**src/rtl/rtcdt_pkg.sv**
```systemverilog
// Shared constants of the calendar date and alarm register block.
// Assumes a 20 MHz system clock and a 32-bit APB register port.
package rtcdt_pkg;

    // ========================================================
    // Timing
    localparam int CLK_PERIOD_NS = 50;
    localparam int SEC_PERIOD_NS = 1_000_000_000;
    localparam int SEC_CYCLES = SEC_PERIOD_NS / CLK_PERIOD_NS;
    localparam int SYNC_WINDOW_CYCLES = 32;
    localparam int PRESC_W = 25;

    // ========================================================
    // Register byte offsets
    localparam logic [7:0] OFS_CTRL = 8'h00;
    localparam logic [7:0] OFS_TIME = 8'h10;
    localparam logic [7:0] OFS_DATE = 8'h20;
    localparam logic [7:0] OFS_ALM_TIME = 8'h30;
    localparam logic [7:0] OFS_ALM_DATE = 8'h40;
    localparam logic [7:0] OFS_KEY = 8'h50;

    // ========================================================
    // Control register bit positions
    localparam int CTRL_ON_BIT = 15;
    localparam int CTRL_WREN_BIT = 3;
    localparam int CTRL_SYNC_BIT = 2;
    localparam int CTRL_HALF_BIT = 1;

    // ========================================================
    // Field positions of the value registers
    localparam int HR_LSB = 24;
    localparam int MIN_LSB = 16;
    localparam int SEC_LSB = 8;
    localparam int YEAR_LSB = 24;
    localparam int MONTH_LSB = 16;
    localparam int MDAY_LSB = 8;
    localparam int WDAY_LSB = 0;

    // ========================================================
    // Writable bit masks; all other bits read zero
    localparam logic [31:0] TIME_MASK = 32'h3F7F7F00;
    localparam logic [31:0] DATE_MASK = 32'hFF1F3F07;
    localparam logic [31:0] ALM_TIME_MASK = 32'h3F7F7F00;
    localparam logic [31:0] ALM_DATE_MASK = 32'h001F3F07;

    // ========================================================
    // Values after reset: 00:00:00, 2000-01-01, weekday 0
    localparam logic [31:0] TIME_RESET = 32'h00000000;
    localparam logic [31:0] DATE_RESET = 32'h00010100;
    localparam logic [31:0] ALM_TIME_RESET = 32'h00000000;
    localparam logic [31:0] ALM_DATE_RESET = 32'h00010100;
    localparam logic [31:0] CTRL_RESET = 32'h00000000;

    // ========================================================
    // Unlock key words
    localparam logic [31:0] UNLOCK_KEY1 = 32'hAA996655;
    localparam logic [31:0] UNLOCK_KEY2 = 32'h556699AA;

    // ========================================================
    // BCD wrap points
    localparam logic [7:0] SEC_LAST = 8'h59;
    localparam logic [7:0] MIN_LAST = 8'h59;
    localparam logic [7:0] HR_LAST = 8'h23;
    localparam logic [7:0] WDAY_LAST = 8'h06;
    localparam logic [7:0] MONTH_LAST = 8'h12;
    localparam logic [7:0] YEAR_LAST = 8'h99;
    localparam logic [7:0] BCD_ZERO = 8'h00;
    localparam logic [7:0] BCD_ONE = 8'h01;

    typedef enum logic [1:0] {
        RTCDT_LOCKED,
        RTCDT_GOT_FIRST,
        RTCDT_ARMED
    } rtcdt_unlock_type;

endpackage

```
**src/rtl/rtcdt_top.sv**
```systemverilog
// Clock-calendar time/date value registers and alarm match registers.
// Assumes an APB master on CLK; registers keep state until ARST_N.
module rtcdt_top
    import rtcdt_pkg::*;
#(
    parameter int SEC_LEN = SEC_CYCLES
)
(
    // Clock and reset
    input wire logic CLK,
    input wire logic ARST_N,
    // APB request
    input wire logic PSEL,
    input wire logic PENABLE,
    input wire logic PWRITE,
    input wire logic [7:0] PADDR,
    input wire logic [31:0] PWDATA,
    // APB answer
    output logic [31:0] PRDATA,
    output logic PREADY,
    output logic PSLVERR
);

    // ========================================================
    // Decoding helpers
    function automatic logic [8:0] bcd_inc(input logic [7:0] v,
                                           input logic [7:0] last,
                                           input logic [7:0] first);
        logic [8:0] r;
        r = {1'b0, v};
        if (v == last) begin
            r = {1'b1, first};
        end else if (v[3:0] == 4'h9) begin
            r = {1'b0, v[7:4] + 4'h1, 4'h0};
        end else begin
            r = {1'b0, v[7:4], v[3:0] + 4'h1};
        end
        return r;
    endfunction

    function automatic logic is_leap(input logic [7:0] yr);
        logic r;
        // Every year divisible by four in 2000..2099 is a leap year
        r = 1'b0;
        if (!yr[4]) begin
            r = yr[3:0] == 4'h0 || yr[3:0] == 4'h4 || yr[3:0] == 4'h8;
        end else begin
            r = yr[3:0] == 4'h2 || yr[3:0] == 4'h6;
        end
        return r;
    endfunction

    function automatic logic [7:0] month_last(input logic [7:0] mon,
                                              input logic leap);
        logic [7:0] r;
        case (mon)
            8'h02: r = leap ? 8'h29 : 8'h28;
            8'h04: r = 8'h30;
            8'h06: r = 8'h30;
            8'h09: r = 8'h30;
            8'h11: r = 8'h30;
            default: r = 8'h31;
        endcase
        return r;
    endfunction

    function automatic logic is_addr(input logic [7:0] a,
                                     input logic [7:0] ofs);
        return a == ofs;
    endfunction

    // ========================================================
    // APB access decode
    logic setup, access, wr_strobe;
    logic hit_ctrl, hit_time, hit_date, hit_atime, hit_adate, hit_key;
    logic hit_any;

    assign setup = PSEL && !PENABLE;
    assign access = PSEL && PENABLE && PREADY;
    assign wr_strobe = access && PWRITE;
    assign hit_ctrl = is_addr(PADDR, OFS_CTRL);
    assign hit_time = is_addr(PADDR, OFS_TIME);
    assign hit_date = is_addr(PADDR, OFS_DATE);
    assign hit_atime = is_addr(PADDR, OFS_ALM_TIME);
    assign hit_adate = is_addr(PADDR, OFS_ALM_DATE);
    assign hit_key = is_addr(PADDR, OFS_KEY);
    assign hit_any = hit_ctrl || hit_time || hit_date || hit_atime ||
                     hit_adate || hit_key;

    // ========================================================
    // Unlock and prescaler
    logic armed, sec_tick, half_sec, sync_busy;
    logic ctrl_on, wren;
    logic time_wr;

    rtcdt_unlock u_unlock (
        .clk(CLK),
        .arst_n(ARST_N),
        .key_write(wr_strobe && hit_key),
        .key_data(PWDATA),
        .ctrl_write(wr_strobe && hit_ctrl),
        .other_write(wr_strobe && !hit_key && !hit_ctrl),
        .armed(armed)
    );

    // Writing the time restarts the second, clearing the half flag
    assign time_wr = wr_strobe && hit_time && wren;

    rtcdt_tick #(
        .SEC_LEN(SEC_LEN)
    ) u_tick (
        .clk(CLK),
        .arst_n(ARST_N),
        .run(ctrl_on),
        .clear(time_wr),
        .sec_tick(sec_tick),
        .half_sec(half_sec),
        .sync_busy(sync_busy)
    );

    // ========================================================
    // Control register
    logic next_on, next_wren;

    always_comb begin
        next_on = ctrl_on;
        next_wren = wren;
        if (wr_strobe && hit_ctrl) begin
            next_on = PWDATA[CTRL_ON_BIT];
            if (!PWDATA[CTRL_WREN_BIT]) begin
                next_wren = 1'b0;
            end else if (armed) begin
                next_wren = 1'b1;
            end
        end
    end

    always_ff @(posedge CLK or negedge ARST_N) begin
        if (!ARST_N) begin
            ctrl_on <= CTRL_RESET[CTRL_ON_BIT];
            wren <= CTRL_RESET[CTRL_WREN_BIT];
        end else begin
            ctrl_on <= next_on;
            wren <= next_wren;
        end
    end

    // ========================================================
    // Time and date counters
    logic [31:0] time_val, date_val, next_time, next_date;
    logic [8:0] s_r, m_r, h_r, w_r, d_r, mo_r, y_r;
    logic leap;

    always_comb begin
        next_time = time_val;
        next_date = date_val;
        leap = is_leap(date_val[YEAR_LSB +: 8]);
        s_r = bcd_inc(time_val[SEC_LSB +: 8], SEC_LAST, BCD_ZERO);
        m_r = bcd_inc(time_val[MIN_LSB +: 8], MIN_LAST, BCD_ZERO);
        h_r = bcd_inc(time_val[HR_LSB +: 8], HR_LAST, BCD_ZERO);
        w_r = bcd_inc({4'h0, date_val[WDAY_LSB +: 4]}, WDAY_LAST,
                      BCD_ZERO);
        d_r = bcd_inc(date_val[MDAY_LSB +: 8],
                      month_last(date_val[MONTH_LSB +: 8], leap),
                      BCD_ONE);
        mo_r = bcd_inc(date_val[MONTH_LSB +: 8], MONTH_LAST, BCD_ONE);
        y_r = bcd_inc(date_val[YEAR_LSB +: 8], YEAR_LAST, BCD_ZERO);
        if (time_wr) begin
            next_time = PWDATA & TIME_MASK;
        end else if (sec_tick) begin
            next_time[SEC_LSB +: 8] = s_r[7:0];
            if (s_r[8]) begin
                next_time[MIN_LSB +: 8] = m_r[7:0];
                if (m_r[8]) begin
                    next_time[HR_LSB +: 8] = h_r[7:0];
                end
            end
        end
        if (wr_strobe && hit_date && wren) begin
            next_date = PWDATA & DATE_MASK;
        end else if (sec_tick && s_r[8] && m_r[8] && h_r[8]) begin
            next_date[WDAY_LSB +: 4] = w_r[3:0];
            next_date[MDAY_LSB +: 8] = d_r[7:0];
            if (d_r[8]) begin
                next_date[MONTH_LSB +: 8] = mo_r[7:0];
                if (mo_r[8]) begin
                    // 2099 wraps back to 2000
                    next_date[YEAR_LSB +: 8] = y_r[7:0];
                end
            end
        end
    end

    always_ff @(posedge CLK or negedge ARST_N) begin
        if (!ARST_N) begin
            time_val <= TIME_RESET;
            date_val <= DATE_RESET;
        end else begin
            time_val <= next_time;
            date_val <= next_date;
        end
    end

    // ========================================================
    // Alarm match registers
    logic [31:0] alm_time, alm_date, next_atime, next_adate;

    always_comb begin
        next_atime = alm_time;
        next_adate = alm_date;
        if (wr_strobe && hit_atime) begin
            // Masking keeps the always-zero digit bits at zero
            next_atime = PWDATA & ALM_TIME_MASK;
        end
        if (wr_strobe && hit_adate) begin
            next_adate = PWDATA & ALM_DATE_MASK;
        end
    end

    always_ff @(posedge CLK or negedge ARST_N) begin
        if (!ARST_N) begin
            alm_time <= ALM_TIME_RESET;
            alm_date <= ALM_DATE_RESET;
        end else begin
            alm_time <= next_atime;
            alm_date <= next_adate;
        end
    end

    // ========================================================
    // APB answer: one wait-free access phase after each setup
    logic [31:0] next_rdata, ctrl_view;
    logic next_ready, next_err;

    always_comb begin
        ctrl_view = '0;
        ctrl_view[CTRL_ON_BIT] = ctrl_on;
        ctrl_view[CTRL_WREN_BIT] = wren;
        ctrl_view[CTRL_SYNC_BIT] = sync_busy;
        ctrl_view[CTRL_HALF_BIT] = half_sec;
        next_rdata = PRDATA;
        next_ready = setup;
        next_err = setup && !hit_any;
        if (setup) begin
            next_rdata = '0;
            if (!PWRITE) begin
                if (hit_ctrl) begin
                    next_rdata = ctrl_view;
                end else if (hit_time) begin
                    next_rdata = time_val;
                end else if (hit_date) begin
                    next_rdata = date_val;
                end else if (hit_atime) begin
                    next_rdata = alm_time;
                end else if (hit_adate) begin
                    next_rdata = alm_date;
                end
            end
        end
    end

    always_ff @(posedge CLK or negedge ARST_N) begin
        if (!ARST_N) begin
            PRDATA <= '0;
            PREADY <= 1'b0;
            PSLVERR <= 1'b0;
        end else begin
            PRDATA <= next_rdata;
            PREADY <= next_ready;
            PSLVERR <= next_err;
        end
    end

endmodule

```
**src/rtl/rtcdt_unlock.sv**
```systemverilog
// Two-word unlock sequence tracker for the value-register write enable.
// Assumes one-cycle write strobes from the register slave.
module rtcdt_unlock
    import rtcdt_pkg::*;
(
    // Clock and reset
    input wire logic clk,
    input wire logic arst_n,
    // Bus write events
    input wire logic key_write,
    input wire logic [31:0] key_data,
    input wire logic ctrl_write,
    input wire logic other_write,
    // Result
    output logic armed
);

    // ========================================================
    // Sequence state
    rtcdt_unlock_type state, next_state;

    always_comb begin
        next_state = state;
        if (key_write) begin
            if (key_data == UNLOCK_KEY1) begin
                next_state = RTCDT_GOT_FIRST;
            end else if (state == RTCDT_GOT_FIRST &&
                         key_data == UNLOCK_KEY2) begin
                next_state = RTCDT_ARMED;
            end else begin
                next_state = RTCDT_LOCKED;
            end
        end else if (other_write) begin
            // Any foreign write breaks the sequence
            next_state = RTCDT_LOCKED;
        end else if (ctrl_write) begin
            // The control write right after the keys uses the arming
            next_state = RTCDT_LOCKED;
        end
    end

    always_ff @(posedge clk or negedge arst_n) begin
        if (!arst_n) begin
            state <= RTCDT_LOCKED;
        end else begin
            state <= next_state;
        end
    end

    always_comb begin
        case (state)
            RTCDT_ARMED: armed = 1'b1;
            RTCDT_LOCKED: armed = 1'b0;
            RTCDT_GOT_FIRST: armed = 1'b0;
            default: armed = 1'b0;
        endcase
    end

endmodule

```
**src/rtl/rtcdt_tick.sv**
```systemverilog
// Second prescaler: one-second tick, half-second phase, sync window.
// Assumes it runs on the system clock; clear restarts the second.
module rtcdt_tick
    import rtcdt_pkg::*;
#(
    parameter int SEC_LEN = SEC_CYCLES
)
(
    // Clock and reset
    input wire logic clk,
    input wire logic arst_n,
    // Control
    input wire logic run,
    input wire logic clear,
    // Status
    output logic sec_tick,
    output logic half_sec,
    output logic sync_busy
);

    // ========================================================
    // Counter
    localparam logic [PRESC_W-1:0] LAST = PRESC_W'(SEC_LEN - 1);
    localparam logic [PRESC_W-1:0] HALF = PRESC_W'(SEC_LEN / 2);
    localparam logic [PRESC_W-1:0] WIN =
        PRESC_W'(SEC_LEN - SYNC_WINDOW_CYCLES);

    logic [PRESC_W-1:0] count, next_count;
    logic next_tick, next_half, next_busy;

    always_comb begin
        next_count = count;
        next_tick = 1'b0;
        if (clear) begin
            next_count = '0;
        end else if (run) begin
            if (count == LAST) begin
                next_count = '0;
                next_tick = 1'b1;
            end else begin
                next_count = count + 1'b1;
            end
        end
        next_half = next_count >= HALF;
        // Raised ahead of a rollover so a read cannot straddle it
        next_busy = run && !clear && next_count >= WIN;
    end

    always_ff @(posedge clk or negedge arst_n) begin
        if (!arst_n) begin
            count <= '0;
            sec_tick <= 1'b0;
            half_sec <= 1'b0;
            sync_busy <= 1'b0;
        end else begin
            count <= next_count;
            sec_tick <= next_tick;
            half_sec <= next_half;
            sync_busy <= next_busy;
        end
    end

endmodule

```
**config.mk**
```make
export PLATFORM = sky130hd
export DESIGN_NAME = rtcdt_top
export DESIGN_NICKNAME = d
export VERILOG_FILES = /design/src/rtl/rtcdt_pkg.sv /design/src/rtl/rtcdt_top.sv /design/src/rtl/rtcdt_unlock.sv /design/src/rtl/rtcdt_tick.sv
export SDC_FILE = /design/constraint.sdc
export NUM_CORES = 1
export LEC_CHECK = 0
export ABC_AREA = 1
export BUFFER_PORTS_ARGS = -buffer_cell sky130_fd_sc_hd__clkbuf_2
export CORE_MARGIN = 2
export CORE_UTILIZATION = 50
export DETAILED_ROUTE_END_ITERATION = 16
export GPL_TIMING_DRIVEN = 0
export PLACE_DENSITY = 0.68
export SYNTH_ARGS = -nofsm -noshare
export SYNTH_HDL_FRONTEND = slang
export SYNTH_SLANG_ARGS = --single-unit
```
**constraint.sdc**
```tcl
create_clock -name CLK -period 4.9 [get_ports CLK]
set_clock_uncertainty 0.05 [all_clocks]
set_input_delay 0.245 -clock CLK [delete_from_list [all_inputs] [get_ports CLK]]
set_output_delay 0.245 -clock CLK [all_outputs]
set_load 0.05 [all_outputs]
```
==> impl_metrics.ini, run 1 <==
[run_status]
outcome = completed

[sta]
rsz0062_at_grt = false
tightestPinTransition_ns = 0.785
setup_slack_ns = 2.27
finalSetupTns_ns = 0
drv_slew = 0
hold_viol = 0
setup_violations = 0
fmaxAchievable_mhz = 380
fin_crit_ns = 2.63
min_period_over_period_pct = 53.7
relSlewSlack_pct = 47.3

[yosys]
synth_cell_type_count = 51
ys_seq_elements = 148
synth_largest_area_cell = dfrtp_1
syn_inst = 1182
yosysSeqAreaShare_pct = 40.5
yosysWarnings = 0
synth_area_leaders = dfrtp_1 39%, nand2_1 10%, inv_1 7.3%
synth_area_um2 = 9150
synth_top_area_share_pct = 39.4
syn_avg_cell_area_um2 = 7.74

[setup_path]
endpoint_kind = register
required_ns = 5.17
path_buf_inv = 3
critical_path.top_delay_family = simple AND/OR/NAND/NOR gates
rrSetupSlack_ns = 2.27
crit_top_cell = inv_1
r2r-end = date_val[18]
cp-start-kind = register
rr_startpoint = time_val[28]
ff2ff_path_depth = 10
max_stage_delay_ns = 0.62
cp_max_fo = 10
critPathKind = reg -> reg
cp_cell_sequence = inv_1 -> ha_1 -> nand4_1 -> nor3_1 -> nand3_1 -> nand2_1 -> buf_4 -> nand2_2 -> o21ai_0 -> inv_1
cp.arrival_ns = 2.90
worst_path_max_delay_cell = nor3_1

[floorplan]
start_util_pct = 51.0
io_pins = 79
dieArea_um2 = 19400
coreArea_um2 = 18000
die_x_um = 139
fp-row-count = 49
dieHeight_um = 139

[placement]
gp_congestion = 0.890
dpl.hpwl_mm = 20.8
portBuffers = 74
preCtsSetupSlack_ns = 2.39
place_inst = 1489

[clock_tree]
clock-sinks = 148
postCtsSetupBuffers = 0
cts_max_level = 4
clockBufferDepth = 2
path_clk_slew_ns = 0.06
clock_latency_ns = 0.43
cts.root.buffer_cell = clkbuf_16
cts_tree = done
cts_buffers = 17

[power_and_ir_drop]
p_leak_nw = 5.23
sw_frac_of_total_pct = 27.4
pwr-share-seq_pct = 43.1
peakVddDrop_uv = 293
combPwrFrac_pct = 11.5
p_sw_mw = 0.828
clock_power_share_pct = 45.4
power_density_nw_per_um2 = 289
internal_power_mw = 2.20

[worst_hold_path]
hold_path_depth = 3
hp-start = PWDATA[14]
hold_path_class = in -> reg
hold_end = time_val[14]

[finish]
area_growth_syn_to_layout_pct = 14.4
stdcell_count = 1522
num-nets-final = 1346
fillers = 1703
layout-drive-gt1-share_pct = 16.1
diodes = 0
final_core_util_pct = 58.3

[route]
via_count = 8701
drtAntennaViolNets = 0
first_pass_iters = 6
dr.first_iter.drc_count = 763
wl_per_cell_um = 18.3
drcViolationCount = 0
wirelength_mm = 27.8
vias_per_cell = 5.72

[global_routing]
grt_max_degree = 90
grt_pass1_vias = 8447
antenna_found_initial = 0
overflow = 0
grt_pass1_wl_mm = 44.7
grt_util_all_layers_pct = 29.3

[job]
cap_violations = 0
worst reg2reg max path: stages, from the launching register on:
cell,delay [ns]
dfrtp_1,0.41
inv_1,0.10
ha_1,0.16
nand4_1,0.11
nor3_1,0.62
nand3_1,0.32
nand2_1,0.21
buf_4,0.21
nand2_2,0.12
o21ai_0,0.17
inv_1,0.05
cells in the mapped netlist, drive strengths merged:
cell type and n:
conb 1, xor2 17, a211oi 1, nand3b 6, o31ai 1, ha 21, o21ai 136, a311oi 1
o221ai 8, o2111ai 13, buf 14, nand3 81, o41ai 2, clkinv 1, dfrtp 144, a31oi 2
o32ai 2, o21bai 4, mux2 2, a221oi 10, xnor2 3, nand4 34, nor2 98, nor4 12
clkbuf 21, o22ai 17, o211ai 14, nor3 19, a21oi 30, or2 3, nand2 270, dfstp 4
inv 190
layer usage:
metal	GRT usage [%]	wire [um]
met5	0	0
met4	8.98	635
met3	6.71	2140
met2	47.9	13400
met1	38.8	11600
stage by stage:
stage	power, mW	hold WS (ns)	area [um2]
CTS	3.04	0.0238	10500
global route	3.14	0.0356	10500
detailed placement	1.67	0.225	9860
floorplan	1.55	-0.101	9170
global placement	1.66	0.416	9820
finish	3.03	0.0236	10500
timing repair:
| item | CTS | global route |
|---|---|---|
| hold buffers | 1 | 0 |
| resized for setup | 0 | 0 |
| endpoints found under the hold margin | 57 | 0 |
| setup endpoints to repair | 0 | 0 |
cell usage in the layout (no fill, tap or decap), types with 4 or more instances in the layout:
cell,Yosys,layout
nand2_1,250,250
inv_1,177,177
dfrtp_1,144,144
o21ai_0,113,113
nand3_1,73,73
clkbuf_2,0,73
nor2_1,71,71
nand4_1,32,32
a21oi_1,27,27
o21ai_1,22,22
clkbuf_1,21,22
ha_1,21,21
xor2_1,17,17
o22ai_1,17,17
clkbuf_16,0,17
nor2_4,16,16
nand2_2,15,15
nor3_1,15,15
o211ai_1,14,14
o2111ai_1,13,13
nor4_1,12,12
inv_2,10,10
a221oi_1,10,10
nor2_2,8,8
buf_2,8,8
o221ai_1,8,8
buf_4,6,6
nand3b_1,6,6
nand3_2,4,4
nand3_4,4,4
o21bai_1,4,4
conb_1,1,4
dfstp_2,4,4
clkinv_2,0,4
worst max path at each step:
stage	startpoint	slack, ns	depth (start not counted)	endpoint
after global routing	time_val[28]	2.08	10	date_val[18]
after CTS	time_val[28]	2.30	10	date_val[18]
after detailed placement	time_val[28]	2.39	10	date_val[18]
after floorplan	PREADY	2.81	12	time_val[26]
final	time_val[28]	2.27	10	date_val[18]
after global placement	ARST_N	0.87	1	PRDATA[13]
cell type report:
class | instances | area (um2) | share of cell area (%)
Buffer | 35 | 164 | 1.56
Clock buffer | 20 | 457 | 4.36
Clock inverter | 12 | 151 | 1.45
Inverter | 191 | 727 | 6.94
Multi-Input combinational cell | 811 | 4570 | 43.6
Sequential cell | 148 | 3710 | 35.4
Tap cell | 229 | 287 | 2.73
Timing Repair Buffer | 76 | 417 | 3.98
state kept, by name (all words and copies together) (netlist names):
register	count
PRDATA	28
date_val	28
u_tick.count	25
time_val	24
alm_time	20
alm_date	14
u_unlock.state	2
PREADY	1
PSLVERR	1
ctrl_on	1
u_tick.half_sec	1
u_tick.sec_tick	1
u_tick.sync_busy	1
wren	1
power by group through the flow:
stage                     logic (mW)  registers [mW]  clock network (mW)
final                          0.348            1.30                1.37
after global placement         0.335            1.33                   0
after floorplan                0.224            1.32                   0
after global routing           0.392            1.31                1.43
after detailed placement       0.346            1.33                   0
after CTS                      0.348            1.30                1.38
kinds of logic after synthesis:
kind of cell | share of synthesized area [%]
DFF | 40.5
and+or+nand+nor | 28.9
xor gates and xnor gates | 1.91
muxes | 0.246
other | 0.0410
AOI/OAI and AO/OA | 15.8
buffers and inverters | 9.73
adders and majority gates | 2.87
Power figures use the tool's default switching activity.
==> inputs of run 2 (changes only) <==
--- a/config.mk
+++ b/config.mk
@@ -11,7 +11,7 @@
 export CORE_UTILIZATION = 50
 export DETAILED_ROUTE_END_ITERATION = 16
 export GPL_TIMING_DRIVEN = 0
-export PLACE_DENSITY = 0.68
+export PLACE_DENSITY = 0.7
 export SYNTH_ARGS = -nofsm -noshare
 export SYNTH_HDL_FRONTEND = slang
 export SYNTH_SLANG_ARGS = --single-unit
==> constraint.sdc (replaced) <==
create_clock -name CLK -period 2.34 [get_ports CLK]
set_clock_uncertainty 0.05 [all_clocks]
set_input_delay 0.117 -clock CLK [delete_from_list [all_inputs] [get_ports CLK]]
set_output_delay 0.117 -clock CLK [all_outputs]
set_load 0.05 [all_outputs]
==> run 2 against run 1 <==
The flow now finishes with violations (hold timing); combinational power increased by 130%; via count increased by 0.87%; total power increased by 110%; fmax increased by 20%; register-to-register slack got worse by 2.1 ns; sequential cell count unchanged; clock-buffer cell count decreased by 1; sequential power increased by 110%; routed wire length decreased by 0.50%; hold slack got worse by 0.026 ns; critical path depth increased by 5; critical path type unchanged.
==> impl_metrics.ini, run 2 (same netlist as run 1, synthesis figures left out) <==
[sta]
fmaxAchievable_mhz = 458
drv_slew = 0
tightestPinTransition_ns = 0.614
fin_crit_ns = 2.18
min_period_over_period_pct = 93.3
hold_viol = 1
setup_violations = 0
hold_ws_ns = -0.00275
relSlewSlack_pct = 59.1

[route]
vias_per_cell = 5.64
drcViolationCount = 0
via_count = 8777
wl_per_cell_um = 17.8
drtAntennaViolNets = 0
wirelength_mm = 27.7
dr.first_iter.drc_count = 810
first_pass_iters = 6

[global_routing]
antenna_found_initial = 0
grt_pass1_vias = 8399
overflow = 0
grt_pass1_wl_mm = 43.9
grt_max_degree = 103
grt_util_all_layers_pct = 28.7

[floorplan]
start_util_pct = 51.0
io_pins = 79
dieHeight_um = 139
dieArea_um2 = 19400
coreArea_um2 = 18000
fp-row-count = 49
die_x_um = 139

[placement]
gp_congestion = 0.931
dpl.hpwl_mm = 20.4
portBuffers = 74
place_inst = 1489

[finish]
diodes = 0
top_regs = PRDATA: 28 flops, date_val: 28 flops, u_tick.count: 25 flops
stdcell_count = 1556
fillers = 1629
final_core_util_pct = 60.5
num-nets-final = 1380
area_growth_syn_to_layout_pct = 18.8
layout-drive-gt1-share_pct = 17.9
layout_common_cells = 247 x nand2_1, 173 x inv_1, 143 x dfrtp_1, 113 x o21ai_0, 73 x clkbuf_2
final_common_cell = nand2_1

[clock_tree]
clock-sinks = 148
cts_tree = done
clock_latency_ns = 0.44
cts_max_level = 4
cts.root.buffer_cell = clkbuf_16
cts_buffers = 17
path_clk_slew_ns = 0.07
clockBufferDepth = 2

[setup_path]
max_stage_delay_ns = 0.40
endpoint_kind = register
required_ns = 2.66
cp-start-kind = register
cp_cell_sequence = inv_2 -> ha_1 -> nand3_1 -> inv_1 -> nand2_1 -> inv_2 -> nand3_2 -> nand2_1 -> nand2_1 -> nand3_4 -> nand2_8 -> buf_4 -> o21ai_4 -> nand2_1 -> o21ai_1
worst_path_max_delay_cell = dfrtp_1
ff2ff_path_depth = 15
cp_max_fo = 8
r2r-end = date_val[14]
cp.arrival_ns = 2.50
rr_startpoint = date_val[20]
rrSetupSlack_ns = 0.16
critPathKind = reg -> reg
crit_top_cell = nand2_1
path_buf_inv = 4
critical_path.top_delay_family = simple AND/OR/NAND/NOR gates

[worst_hold_path]
hold_path_class = in -> reg
hold_end = date_val[30]
hp-start = PWDATA[30]
hold_path_depth = 5

[job]
cap_violations = 0

[power_and_ir_drop]
power_mw = 6.38
power_density_nw_per_um2 = 586
peakVddDrop_uv = 548
p_leak_nw = 5.36

[run_status]
violations = hold timing
outcome = finished, violations left
==> run 2: how the worst max path moves through the flow <==
| stage | end | cells past startpoint | slack (ns) | startpoint |
|---|---|---|---|---|
| finish | date_val[14] | 15 | 0.16 | date_val[20] |
| global route | date_val[12] | 15 | -0.001 | date_val[20] |
| CTS | date_val[18] | 12 | 0.006 | time_val[9] |
| detailed placement | date_val[18] | 10 | -0.20 | time_val[28] |
| global placement | PRDATA[12] | 1 | -1.53 | ARST_N |
| floorplan | time_val[26] | 12 | 0.25 | PREADY |
==> run 2: power by group <==
part / internal [mW] / total, mW / switching [mW]
Combinational: 0.281 / 0.806 / 0.525
Sequential: 2.64 / 2.75 / 0.104
Clock: 1.61 / 2.82 / 1.21
==> run 2: metal layers <==
metal | vias to the layer above | part of all wire [%] | GRT usage (%)
met4 | 0 | 2.9 | 10.3
met2 | 348 | 47 | 47.2
met3 | 54 | 7.3 | 6.09
met5 | - | 0 | 0
li1 | 4214 | - | -
met1 | 4161 | 43 | 37.7
==> run 2: final cells by class <==
class | instances | area (um2) | area share, %
multi-input combinational | 812 | 4670 | 42.9
sequential | 148 | 3710 | 34.1
inverter | 191 | 727 | 6.68
timing repair buffer | 109 | 722 | 6.64
clock buffer | 19 | 443 | 4.07
tap | 229 | 287 | 2.63
buffer | 35 | 168 | 1.54
clock inverter | 13 | 150 | 1.38
==> run 2: worst register-to-register path, cell delays in order, from the launching register on <==
cell and delay, ns:
dfrtp_1 0.40, inv_2 0.10, ha_1 0.16, nand3_1 0.09, inv_1 0.08, nand2_1 0.11
inv_2 0.11, nand3_2 0.10, nand2_1 0.11, nand2_1 0.08, nand3_4 0.14, nand2_8 0.11
buf_4 0.17, o21ai_4 0.17, nand2_1 0.07, o21ai_1 0.07
==> run 2: metrics by stage <==
step / TNS (ns) / area, um2 / hold slack, ns / worst slack (ns)
floorplan: 0 / 9170 / -0.229 / 0.252
global placement: -221.73 / 9820 / 0.349 / -1.53
detailed placement: -1.60 / 9860 / 0.0443 / -0.202
CTS: 0 / 10700 / 0.000936 / 0.00597
global route: -0.00102 / 10900 / 0.0371 / -0.00102
finish: 0 / 10900 / -0.00275 / 0.157
==> run 2: repair_timing <==
| action | in CTS | in global routing |
|---|---|---|
| endpoints found under the setup margin | 14 | 27 |
| resized for setup | 3 | 24 |
| cloned | 0 | 1 |
| hold buffers | 24 | 0 |
| buffers inserted | 0 | 10 |
| pin swaps | 0 | 10 |
| hold endpoints to repair | 65 | 0 |
